File: src/sfl_defs.svh
// sfl_defs.svh: bit positions, reset values and timing counts of the function latch block
// assumes a single 10 MHz clock and a 21-bit serial word, control bits last
`ifndef SFL_DEFS_SVH
`define SFL_DEFS_SVH
`define SFL_SR_BITS       21
`define SFL_FUNC_BITS     19
`define SFL_FUNC_RESET    19'h00000
`define SFL_SR_RESET      21'h000000
`define SFL_F_CNT_RST     0
`define SFL_F_PWRDN       1
`define SFL_F_MUX_MSB     2
`define SFL_F_MUX_MID     3
`define SFL_F_MUX_LSB     4
`define SFL_F_POLARITY    5
`define SFL_F_PUMP_DIS    6
`define SFL_F_ACQ_EN      7
`define SFL_F_ACQ_CTL     8
`define SFL_F_TMO_EN      9
`define SFL_F_TMO_LO      10
`define SFL_F_TMO_HI      13
`define SFL_F_PD_MODE     17
`define SFL_CTL_REF       2'h0
`define SFL_CTL_FB        2'h2
`define SFL_CTL_FUNC      2'h1
`define SFL_CTL_INIT      2'h3
`define SFL_TMO_BASE      2'h3
`define SFL_CLK_NS        100
`define SFL_LD_IN_NS      15
`define SFL_LD_OUT_NS     30
`define SFL_LD_IN_CYC     ((`SFL_LD_IN_NS + `SFL_CLK_NS - 1) / `SFL_CLK_NS)
`define SFL_LD_OUT_CYC    (`SFL_LD_OUT_NS / `SFL_CLK_NS)
`define SFL_LD_FINE_CNT   5
`define SFL_LD_COARSE_CNT 3
`endif

File: src/sfl_pkg.sv
// sfl_pkg: types shared by the function latch control modules
// assumes sfl_defs.svh is on the include path
package sfl_pkg;
  // power sequencing states, one-hot
  typedef enum logic [2:0] {
    SFL_PD_RUN  = 3'h1,
    SFL_PD_WAIT = 3'h2,
    SFL_PD_OFF  = 3'h4
  } sfl_pd_state_e;
  // multiplexed status pin selections
  typedef enum logic [2:0] {
    SFL_MUX_HIZ = 3'h0, SFL_MUX_REF = 3'h1, SFL_MUX_FB  = 3'h2, SFL_MUX_SER = 3'h3,
    SFL_MUX_LD  = 3'h4, SFL_MUX_OD  = 3'h5, SFL_MUX_HI  = 3'h6, SFL_MUX_LO  = 3'h7
  } sfl_mux_e;
  // {acquisition_control_bit, timeout_enable_bit}
  typedef logic [1:0] sfl_acq_mode_t;
endpackage

File: src/sfl_if.sv
// sfl_if: carries decoded latch data and lock detect signals between the modules
// assumes all users sit on the same clock
`timescale 1ns/1ps
interface sfl_if;
  logic [18:0] func_word;
  logic        lock_precision;
  logic        go_load;
  logic        go_value;
  logic        ser_out;
  logic        fr_evt;
  logic        fp_evt;
  logic        lock_clr;
  logic        locked;
  logic        phase_win;
  logic        ref_leads;
  modport ser  (output func_word, lock_precision, go_load, go_value, ser_out);
  modport ld   (input fr_evt, fp_evt, lock_clr, lock_precision,
                output locked, phase_win, ref_leads);
  modport core (input func_word, lock_precision, go_load, go_value, ser_out,
                locked, phase_win, ref_leads, output fr_evt, fp_evt, lock_clr);
endinterface

File: src/sfl_serial.sv
// sfl_serial: three-wire shift register and latch decode
// assumes serial pins are asynchronous to clk and toggle slower than clk / 4
`timescale 1ns/1ps
`include "sfl_defs.svh"
module sfl_serial (
  input wire logic clk,
  input wire logic rst,
  input wire logic ser_clk,
  input wire logic ser_data,
  input wire logic latch_strobe,
  sfl_if.ser       bus
);
  import sfl_pkg::*;
  logic [2:0]              s1_reg, s2_reg, s3_reg; // {strobe, data, clock}
  logic [`SFL_SR_BITS-1:0] sr_reg;
  logic                    clk_rise, le_rise;
  logic [1:0]              ctl;
  // two-stage synchronisers, third stage for edges
  always_ff @(posedge clk) begin
    if (rst) begin
      s1_reg <= 3'h0;
      s2_reg <= 3'h0;
      s3_reg <= 3'h0;
    end else begin
      s1_reg <= {latch_strobe, ser_data, ser_clk};
      s2_reg <= s1_reg;
      s3_reg <= s2_reg;
    end
  end
  assign clk_rise = s2_reg[0] & ~s3_reg[0];
  assign le_rise  = s2_reg[2] & ~s3_reg[2];
  assign ctl      = sr_reg[1:0]; // {c1, c2}
  // shift msb first, never gated by powerdown
  always_ff @(posedge clk) begin
    if (rst) sr_reg <= `SFL_SR_RESET;
    else if (clk_rise) sr_reg <= {sr_reg[`SFL_SR_BITS-2:0], s2_reg[1]};
  end
  // function and init words load the same latch
  always_ff @(posedge clk) begin
    if (rst) bus.func_word <= `SFL_FUNC_RESET;
    else if (le_rise && (ctl == `SFL_CTL_FUNC || ctl == `SFL_CTL_INIT))
      bus.func_word <= sr_reg[`SFL_SR_BITS-1:2];
  end
  // lock precision from the reference word
  always_ff @(posedge clk) begin
    if (rst) bus.lock_precision <= 1'b0;
    else if (le_rise && ctl == `SFL_CTL_REF) bus.lock_precision <= sr_reg[`SFL_SR_BITS-1];
  end
  // high gain go bit from the feedback word
  assign bus.go_load  = le_rise && (ctl == `SFL_CTL_FB);
  assign bus.go_value = sr_reg[`SFL_SR_BITS-1];
  assign bus.ser_out  = sr_reg[`SFL_SR_BITS-1];
endmodule

File: src/sfl_lock.sv
// sfl_lock: phase error measurement and digital lock detect
// assumes fr_evt and fp_evt are one-cycle pulses on clk
`timescale 1ns/1ps
`include "sfl_defs.svh"
module sfl_lock #(
  parameter int ERR_W   = 8,
  parameter int IN_CYC  = `SFL_LD_IN_CYC,
  parameter int OUT_CYC = `SFL_LD_OUT_CYC
) (
  input wire logic clk,
  input wire logic rst,
  sfl_if.ld        lk
);
  import sfl_pkg::*;
  logic [ERR_W-1:0] err_reg;
  logic             win_reg, lead_reg, locked_reg;
  logic [2:0]       good_reg, need;
  logic             same, close, judge, good, bad;
  // one judgement per comparison, stuck window counts as bad
  assign same  = lk.fr_evt & lk.fp_evt & ~win_reg;
  assign close = win_reg & (lk.fr_evt | lk.fp_evt | (&err_reg));
  assign judge = same | close;
  assign good  = same | (err_reg < ERR_W'(IN_CYC));
  assign bad   = ~same & (err_reg > ERR_W'(OUT_CYC));
  assign need  = lk.lock_precision ? 3'(`SFL_LD_FINE_CNT) : 3'(`SFL_LD_COARSE_CNT);
  // edge-to-edge window, err counts its cycles
  always_ff @(posedge clk) begin
    if (rst || lk.lock_clr) begin
      win_reg  <= 1'b0;
      lead_reg <= 1'b0;
      err_reg  <= '0;
    end else if (close) begin
      win_reg <= 1'b0;
    end else if (!win_reg && (lk.fr_evt ^ lk.fp_evt)) begin
      win_reg  <= 1'b1;
      lead_reg <= lk.fr_evt;
      err_reg  <= ERR_W'(1);
    end else if (win_reg) begin
      err_reg <= err_reg + ERR_W'(1);
    end
  end
  // consecutive good count and lock flag
  always_ff @(posedge clk) begin
    if (rst || lk.lock_clr) begin
      locked_reg <= 1'b0;
      good_reg   <= 3'h0;
    end else if (judge) begin
      if (locked_reg) begin
        if (bad) begin
          locked_reg <= 1'b0;
          good_reg   <= 3'h0;
        end
      end else if (good) begin
        good_reg <= good_reg + 3'h1;
        if (good_reg + 3'h1 >= need) locked_reg <= 1'b1;
      end else begin
        good_reg <= 3'h0;
      end
    end
  end
  assign lk.locked    = locked_reg;
  assign lk.phase_win = win_reg;
  assign lk.ref_leads = lead_reg;
endmodule

File: src/sfl_ctrl.sv
// sfl_ctrl: synthesizer function latch control, top level
// assumes all pins are asynchronous to clk; clk is 10 MHz
//
// Overview of operation
// - counter reset bit holds both counters; release is common to both
// - pump disable bit floats the charge pump; host passes it through
// - acquisition control and timeout enable bits pick one of four high-gain modes
// - with acquisition disabled the acquisition pin follows the control bit
// - timeout enable arms the counter that ends high gain
// - timeout counter loads from the four-bit timeout value field
// - chip enable low powers the part down at once
// - powerdown bit set: mode bit picks synchronous or asynchronous
// - synchronous powerdown waits for the next charge pump event
// - asynchronous powerdown takes effect as soon as the bit latches
// - latching a zero powerdown bit powers up at once
// - any powerdown holds reference, feedback and timeout counters loaded
// - any powerdown floats the charge pump
// - serial register keeps loading during powerdown
// - output select field picks the multiplexed pin source
// - open-drain lock detect stays high with narrow low pulses
// - lock asserts after 3 or 5 good cycles under 15 ns
// - lock drops on any cycle with error over 30 ns
// - lock precision bit high needs five cycles, low needs three
// - pump float or powerdown clears lock detect
// - words shift msb first, 21 bits, control 01 selects function latch
// - timeout counter steps once per comparison cycle
`timescale 1ns/1ps
`include "sfl_defs.svh"
module sfl_ctrl (
  input  wire logic            clk,
  input  wire logic            rst,
  input  wire logic            ser_clk,
  input  wire logic            ser_data,
  input  wire logic            latch_strobe,
  input  wire logic            chip_enable,
  input  wire logic            reference_divider_output,
  input  wire logic            feedback_divider_output,
  output logic                 multiplexed_status_pin,
  output logic                 multiplexed_status_oe_n,
  output logic                 acquisition_output_pin,
  output logic                 acquisition_output_oe_n,
  output logic                 charge_pump_up,
  output logic                 charge_pump_down,
  output logic                 charge_pump_output_hiz,
  output logic                 pump_gain_boost,
  output logic                 divider_quarter,
  output logic                 counters_hold,
  output logic                 powered_down,
  output logic                 lock_detect,
  output sfl_pkg::sfl_acq_mode_t acq_mode
);
  import sfl_pkg::*;

  sfl_if link ();

  // synchroniser stages for {ce, fp, fr}
  logic [2:0]    pin1_reg;
  logic [2:0]    pin2_reg;
  logic [2:0]    pin3_reg;
  logic          ce_s;
  logic          fr_s;
  logic          fp_s;
  logic          fr_evt;
  logic          fp_evt;

  // decoded latch fields
  logic          cnt_rst_bit;
  logic          powerdown_bit;
  logic          phase_polarity_bit;
  logic          pump_disable_bit;
  logic          acquisition_enable_bit;
  logic          acquisition_control_bit;
  logic          timeout_enable_bit;
  logic          powerdown_mode_bit;
  logic [3:0]    timeout_value_field;
  sfl_mux_e      output_select_field;

  // power sequencing
  sfl_pd_state_e pd_state_reg;
  sfl_pd_state_e pd_state_next;
  logic          pd_async;
  logic          pd_sync;
  logic          pd_now;

  // high gain acquisition
  logic          go_reg;
  logic [5:0]    tmo_reg;
  logic [5:0]    tmo_load;
  logic          tmo_run;
  logic          tmo_expire;
  logic          high_gain;

  // charge pump
  logic          pump_hiz;
  logic          up_raw;
  logic          dn_raw;

  // pin drive before the output flops
  logic          mux_val;
  logic          mux_oe_n;
  logic          acq_val;
  logic          acq_oe_n;

  // serial interface and latches
  sfl_serial u_serial (
    .clk          (clk),
    .rst          (rst),
    .ser_clk      (ser_clk),
    .ser_data     (ser_data),
    .latch_strobe (latch_strobe),
    .bus          (link.ser)
  );

  // phase measurement and lock detect
  sfl_lock #(
    .ERR_W   (8),
    .IN_CYC  (`SFL_LD_IN_CYC),
    .OUT_CYC (`SFL_LD_OUT_CYC)
  ) u_lock (
    .clk (clk),
    .rst (rst),
    .lk  (link.ld)
  );

  // two flops on every asynchronous pin, third for edges
  always_ff @(posedge clk) begin
    if (rst) begin
      pin1_reg <= 3'h0;
      pin2_reg <= 3'h0;
      pin3_reg <= 3'h0;
    end else begin
      pin1_reg <= {chip_enable, feedback_divider_output, reference_divider_output};
      pin2_reg <= pin1_reg;
      pin3_reg <= pin2_reg;
    end
  end

  assign fr_s   = pin2_reg[0];
  assign fp_s   = pin2_reg[1];
  assign ce_s   = pin2_reg[2];
  assign fr_evt = pin2_reg[0] & ~pin3_reg[0]; // comparison / charge pump event
  assign fp_evt = pin2_reg[1] & ~pin3_reg[1];

  // field decode; test bits are stored and left unused
  assign cnt_rst_bit             = link.func_word[`SFL_F_CNT_RST];
  assign powerdown_bit           = link.func_word[`SFL_F_PWRDN];
  assign phase_polarity_bit      = link.func_word[`SFL_F_POLARITY];
  assign pump_disable_bit        = link.func_word[`SFL_F_PUMP_DIS];
  assign acquisition_enable_bit  = link.func_word[`SFL_F_ACQ_EN];
  assign acquisition_control_bit = link.func_word[`SFL_F_ACQ_CTL];
  assign timeout_enable_bit      = link.func_word[`SFL_F_TMO_EN];
  assign timeout_value_field     = link.func_word[`SFL_F_TMO_HI:`SFL_F_TMO_LO];
  assign powerdown_mode_bit      = link.func_word[`SFL_F_PD_MODE];
  assign output_select_field     = sfl_mux_e'({link.func_word[`SFL_F_MUX_MSB],
                                               link.func_word[`SFL_F_MUX_MID],
                                               link.func_word[`SFL_F_MUX_LSB]});

  // powerdown requests from pin and latch
  assign pd_async = ~ce_s | (powerdown_bit & ~powerdown_mode_bit);
  assign pd_sync  = powerdown_bit & powerdown_mode_bit;

  // next power state
  always_comb begin
    pd_state_next = pd_state_reg;
    case (pd_state_reg)
      SFL_PD_RUN: begin
        if (pd_async) begin
          pd_state_next = SFL_PD_OFF;
        end else if (pd_sync) begin
          pd_state_next = SFL_PD_WAIT;
        end
      end
      SFL_PD_WAIT: begin
        if (pd_async) begin
          pd_state_next = SFL_PD_OFF;
        end else if (!powerdown_bit) begin
          pd_state_next = SFL_PD_RUN;
        end else if (fr_evt) begin
          pd_state_next = SFL_PD_OFF;
        end
      end
      SFL_PD_OFF: begin
        if (ce_s && !powerdown_bit) begin
          pd_state_next = SFL_PD_RUN;
        end
      end
      default: pd_state_next = SFL_PD_OFF;
    endcase
  end

  // power state register
  always_ff @(posedge clk) begin
    if (rst) begin
      pd_state_reg <= SFL_PD_OFF;
    end else begin
      pd_state_reg <= pd_state_next;
    end
  end

  // pin and asynchronous requests act without waiting for the state flop
  assign pd_now = (pd_state_reg == SFL_PD_OFF) | pd_async;

  // go bit: feedback word loads it, timeout expiry clears it
  always_ff @(posedge clk) begin
    if (rst) begin
      go_reg <= 1'b0;
    end else if (link.go_load) begin
      go_reg <= link.go_value;
    end else if (tmo_expire) begin
      go_reg <= 1'b0;
    end
  end

  // timeout length is 4 * value + 3 comparison cycles
  assign tmo_load   = {timeout_value_field, `SFL_TMO_BASE};
  assign high_gain  = acquisition_enable_bit & go_reg & ~pd_now;
  assign tmo_run    = high_gain & timeout_enable_bit;
  assign tmo_expire = tmo_run & fr_evt & (tmo_reg == 6'h1);

  // timeout counter sits loaded unless it is running
  always_ff @(posedge clk) begin
    if (rst) begin
      tmo_reg <= 6'h3;
    end else if (pd_now || !tmo_run) begin
      tmo_reg <= tmo_load;
    end else if (fr_evt && tmo_reg != 6'h0) begin
      tmo_reg <= tmo_reg - 6'h1;
    end
  end

  // charge pump floats on disable bit or any powerdown
  assign pump_hiz = pump_disable_bit | pd_now;

  // lock detect control
  assign link.fr_evt   = fr_evt & ~pd_now;
  assign link.fp_evt   = fp_evt & ~pd_now;
  assign link.lock_clr = pump_hiz;

  // pump direction follows which edge leads and the polarity bit
  assign up_raw = link.phase_win & (link.ref_leads == phase_polarity_bit) & ~pump_hiz;
  assign dn_raw = link.phase_win & (link.ref_leads != phase_polarity_bit) & ~pump_hiz;

  // multiplexed pin source, oe_n low while driving
  always_comb begin
    mux_val  = 1'b0;
    mux_oe_n = 1'b0;
    case (output_select_field)
      SFL_MUX_HIZ: mux_oe_n = 1'b1;
      SFL_MUX_REF: mux_val = fr_s;
      SFL_MUX_FB:  mux_val = fp_s;
      SFL_MUX_SER: mux_val = link.ser_out;
      SFL_MUX_LD:  mux_val = link.locked;
      SFL_MUX_OD:  mux_oe_n = ~link.phase_win;
      SFL_MUX_HI:  mux_val = 1'b1;
      SFL_MUX_LO:  mux_val = 1'b0;
      default:     mux_oe_n = 1'b1;
    endcase
  end

  // acquisition pin: general output or high-gain indicator
  always_comb begin
    acq_val  = 1'b0;
    acq_oe_n = 1'b1;
    if (!acquisition_enable_bit) begin
      acq_val  = acquisition_control_bit;
      acq_oe_n = 1'b0;
    end else if (high_gain) begin
      acq_val  = 1'b0;
      acq_oe_n = 1'b0;
    end
  end

  // output flops for pins and status
  always_ff @(posedge clk) begin
    if (rst) begin
      multiplexed_status_pin  <= 1'b0;
      multiplexed_status_oe_n <= 1'b1;
      acquisition_output_pin  <= 1'b0;
      acquisition_output_oe_n <= 1'b1;
    end else begin
      multiplexed_status_pin  <= mux_val;
      multiplexed_status_oe_n <= mux_oe_n;
      acquisition_output_pin  <= acq_val;
      acquisition_output_oe_n <= acq_oe_n;
    end
  end

  // charge pump drive
  always_ff @(posedge clk) begin
    if (rst) begin
      charge_pump_up   <= 1'b0;
      charge_pump_down <= 1'b0;
    end else begin
      charge_pump_up   <= up_raw;
      charge_pump_down <= dn_raw;
    end
  end

  // pump float flag, high from reset until powered up
  always_ff @(posedge clk) begin
    if (rst) begin
      charge_pump_output_hiz <= 1'b1;
    end else begin
      charge_pump_output_hiz <= pump_hiz;
    end
  end

  // gain and divider steering
  always_ff @(posedge clk) begin
    if (rst) begin
      pump_gain_boost <= 1'b0;
      divider_quarter <= 1'b0;
      acq_mode        <= 2'h0;
    end else begin
      pump_gain_boost <= go_reg & ~pd_now;
      divider_quarter <= high_gain & acquisition_control_bit;
      acq_mode        <= {acquisition_control_bit, timeout_enable_bit};
    end
  end

  // counter hold: both counters released in the same cycle
  always_ff @(posedge clk) begin
    if (rst) begin
      counters_hold <= 1'b1;
      powered_down  <= 1'b1;
    end else begin
      counters_hold <= cnt_rst_bit | pd_now;
      powered_down  <= pd_now;
    end
  end

  // lock detect status
  always_ff @(posedge clk) begin
    if (rst) begin
      lock_detect <= 1'b0;
    end else begin
      lock_detect <= link.locked;
    end
  end

endmodule

File: config.mk
export PLATFORM = sky130hd
export DESIGN_NAME = sfl_ctrl
export DESIGN_NICKNAME = d
export VERILOG_FILES = /design/src/sfl_pkg.sv /design/src/sfl_if.sv /design/src/sfl_serial.sv /design/src/sfl_lock.sv /design/src/sfl_ctrl.sv
export VERILOG_INCLUDE_DIRS = /design/src
export SDC_FILE = /design/constraint.sdc
export NUM_CORES = 1
export LEC_CHECK = 0
export CAP_MARGIN = 20
export CORE_AREA = 4 4 90 92
export CTS_CLUSTER_DIAMETER = 100
export DETAILED_ROUTE_END_ITERATION = 10
export DIE_AREA = 0 0 94 96
export DONT_BUFFER_PORTS = 1
export HOLD_SLACK_MARGIN = 0.06
export PLACE_DENSITY = 0.65
export SETUP_SLACK_MARGIN = 0.1
export SYNTH_ARGS = -nofsm -noshare
export SYNTH_HDL_FRONTEND = slang
export SYNTH_HIERARCHICAL = 1
export SYNTH_SLANG_ARGS = --single-unit
File: constraint.sdc
create_clock -name clk -period 3.6 [get_ports clk]
set_input_delay 0.18 -clock clk [delete_from_list [all_inputs] [get_ports clk]]
set_output_delay 0.18 -clock clk [all_outputs]
set_load 0.03 [all_outputs]
==> impl_metrics.env <==
export IMPL_outcome="finished, final reports clean"
export IMPL_rsz0062_at_grt="no"
export IMPL_final_setup_skew_ns=0.00667
export IMPL_cellLeakagePower_nw=1.38
export IMPL_die_w_um=94
export IMPL_post_dp_hpwl_mm=4.73
export IMPL_grt_first_pass_wirelength_mm=12.1
export IMPL_arrival_ns=2.78
export IMPL_ant_nets=0
export IMPL_n_antenna_cell=0
export IMPL_via_count=2792
export IMPL_cp_cell_sequence="nor3b_2, nor3_1, and2_1, inv_1, ha_1, nand2_1, a21o_1, or4_1, a21oi_1"
export IMPL_cts_resized=0
export IMPL_grt_pass1_vias=2494
export IMPL_sw_frac_of_total=0.239
export IMPL_critical_path_max_stage_delay_ns=0.48
export IMPL_syn_area_per_cell_um2=8.99
export IMPL_power_density_nw_per_um2=442
export IMPL_hold_viol=0
export IMPL_dieArea_um2=9020
export IMPL_slew_violations=0
export IMPL_synth_fp_nets=442
export IMPL_p_switching_mw=0.435
export IMPL_tns_ns=0
export IMPL_cap_violations=0
export IMPL_ys_warn_count=6
export IMPL_finalSetupViolations=0
export IMPL_cts_tree="built"
export IMPL_worstMarginPinSlew_ns=0.787
export IMPL_die_y_um=96
export IMPL_drc=0
export IMPL_critPathLaunchType="flip-flop"
export IMPL_syn_cell_area_um2=3810
export IMPL_gr_usage_all_layers=0.172
export IMPL_grt_max_degree=65
export IMPL_cp_num_buf_inv=1
export IMPL_h_tree_depth=3
export IMPL_max_freq_ghz=0.400
export IMPL_final_cells=529
export IMPL_combPwrFrac=0.077
export IMPL_p_seq_frac=0.585
export IMPL_wl_mm=7.14
export IMPL_slew_headroom=0.476
export IMPL_holdBufCountCts=7
export IMPL_dr_first_iter_drc_count=126
export IMPL_initial_core_util=0.529
export IMPL_cpLargestDelayFamily="simple AND/OR/NAND/NOR gates"
export IMPL_largest_reg_flops=21
export IMPL_clk_pin_slew_ns=0.08
export IMPL_worstPathRequired_ns=3.88
export IMPL_dr_pass1_iters=4
export IMPL_syn2layout_area_growth_pct=7.61
export IMPL_worst_ir_drop_vdd_mv=0.237
export IMPL_clk_latency_ns=0.35
export IMPL_p_int_mw=1.38
export IMPL_period_share=0.695
export IMPL_drive_above_1_share=0.0884
export IMPL_path_max_fanout=7
export IMPL_hold_class="primary input to flip-flop"
export IMPL_post_cts_buffers=0
export IMPL_overflow=0
export IMPL_dpl_cell_count=506
export IMPL_core_area_um2=7210
export IMPL_nNetsFinal=443
export IMPL_wl_per_cell_um=13.5
export IMPL_rows=31
export IMPL_critPathKind="flip-flop to flip-flop"
export IMPL_clock_path_buffers=2
export IMPL_gp_congestion=0.918
export IMPL_syn_inst=424
export IMPL_slowest_stage="or4_1"
export IMPL_ios=22
export IMPL_antenna_found_initial=0
export IMPL_numCtsBuffers=9
export IMPL_cts_sinks=91
export IMPL_post_route_min_period_ns=2.50
export IMPL_drt_vias_per_instance=5.28
export IMPL_cts_root_buf="clkbuf_8"
export IMPL_io_buffers=0
export IMPL_power_frac_clock=0.337
export IMPL_crit_path_end_kind="flip-flop"
cell type report:
| cell class | count | area, um^2 |
|---|---|---|
| Clock inverter | 2 | 10.0 |
| Clock buffer | 14 | 163 |
| Multi-Input combinational cell | 297 | 1820 |
| Sequential cell | 91 | 1820 |
| Inverter | 18 | 67.6 |
| Timing Repair Buffer | 8 | 95.1 |
| Fill cell | 674 | 3110 |
| Tap cell | 99 | 124 |
layout by cell type, fill, tap and decap left out, drive strengths merged, types with 3 or more instances in the layout:
| master | instances |
|---|---|
| nor3b | 4 |
| nand3 | 10 |
| a211oi | 6 |
| nor3 | 6 |
| nor2b | 26 |
| a31oi | 4 |
| or3 | 3 |
| ha | 10 |
| dfxtp | 91 |
| nor4 | 5 |
| clkbuf | 14 |
| nand3b | 3 |
| nand2 | 86 |
| nand4 | 3 |
| and3 | 3 |
| nor2 | 18 |
| inv | 18 |
| nor4b | 3 |
| mux2i | 6 |
| o21ai | 6 |
| dlygate4sd3 | 6 |
| nand2b | 11 |
| xnor2 | 6 |
| a21oi | 49 |
worst paths after layout:
check,startpoint,to,depth (start not counted),slack (ns)
worst max-delay path,pd_state_reg[2],u_lock/err_reg[5],9,1.10
worst min-delay path,rst,pd_state_reg[2],2,0.10
worst max register to register,pd_state_reg[2],u_lock/err_reg[5],9,1.10
worst min register to register,u_serial/s2_reg[1],u_serial/sr_reg[0],2,0.45
power groups by stage:
| stage | Combinational (mW) | Clock, mW | Sequential (mW) |
|---|---|---|---|
| floorplan | 0.111 | 0 | 1.08 |
| global placement | 0.118 | 0 | 1.08 |
| detailed placement | 0.119 | 0 | 1.09 |
| CTS | 0.139 | 0.633 | 1.06 |
| global route | 0.155 | 0.675 | 1.07 |
| finish | 0.140 | 0.612 | 1.06 |
stage by stage:
step	util	area, um^2	power, mW	setup WS [ns]	hold WS [ns]
finish	0.569	4100	1.81	1.10	0.104
global route	0.569	4100	1.90	0.801	0.0944
CTS	0.569	4100	1.83	1.12	0.0898
detailed placement	0.533	3840	1.20	1.17	0.253
floorplan	-	3810	1.19	1.40	0.308
global placement	0.533	3840	1.20	1.23	0.252
per-layer routing:
layer	up-vias	GRT usage	share of wire
met5	-	0	0
met4	0	0.0590	0.016
met3	11	0.0547	0.050
met2	62	0.248	0.44
met1	1272	0.241	0.49
li1	1447	-	-
Power figures use the tool's default switching activity.
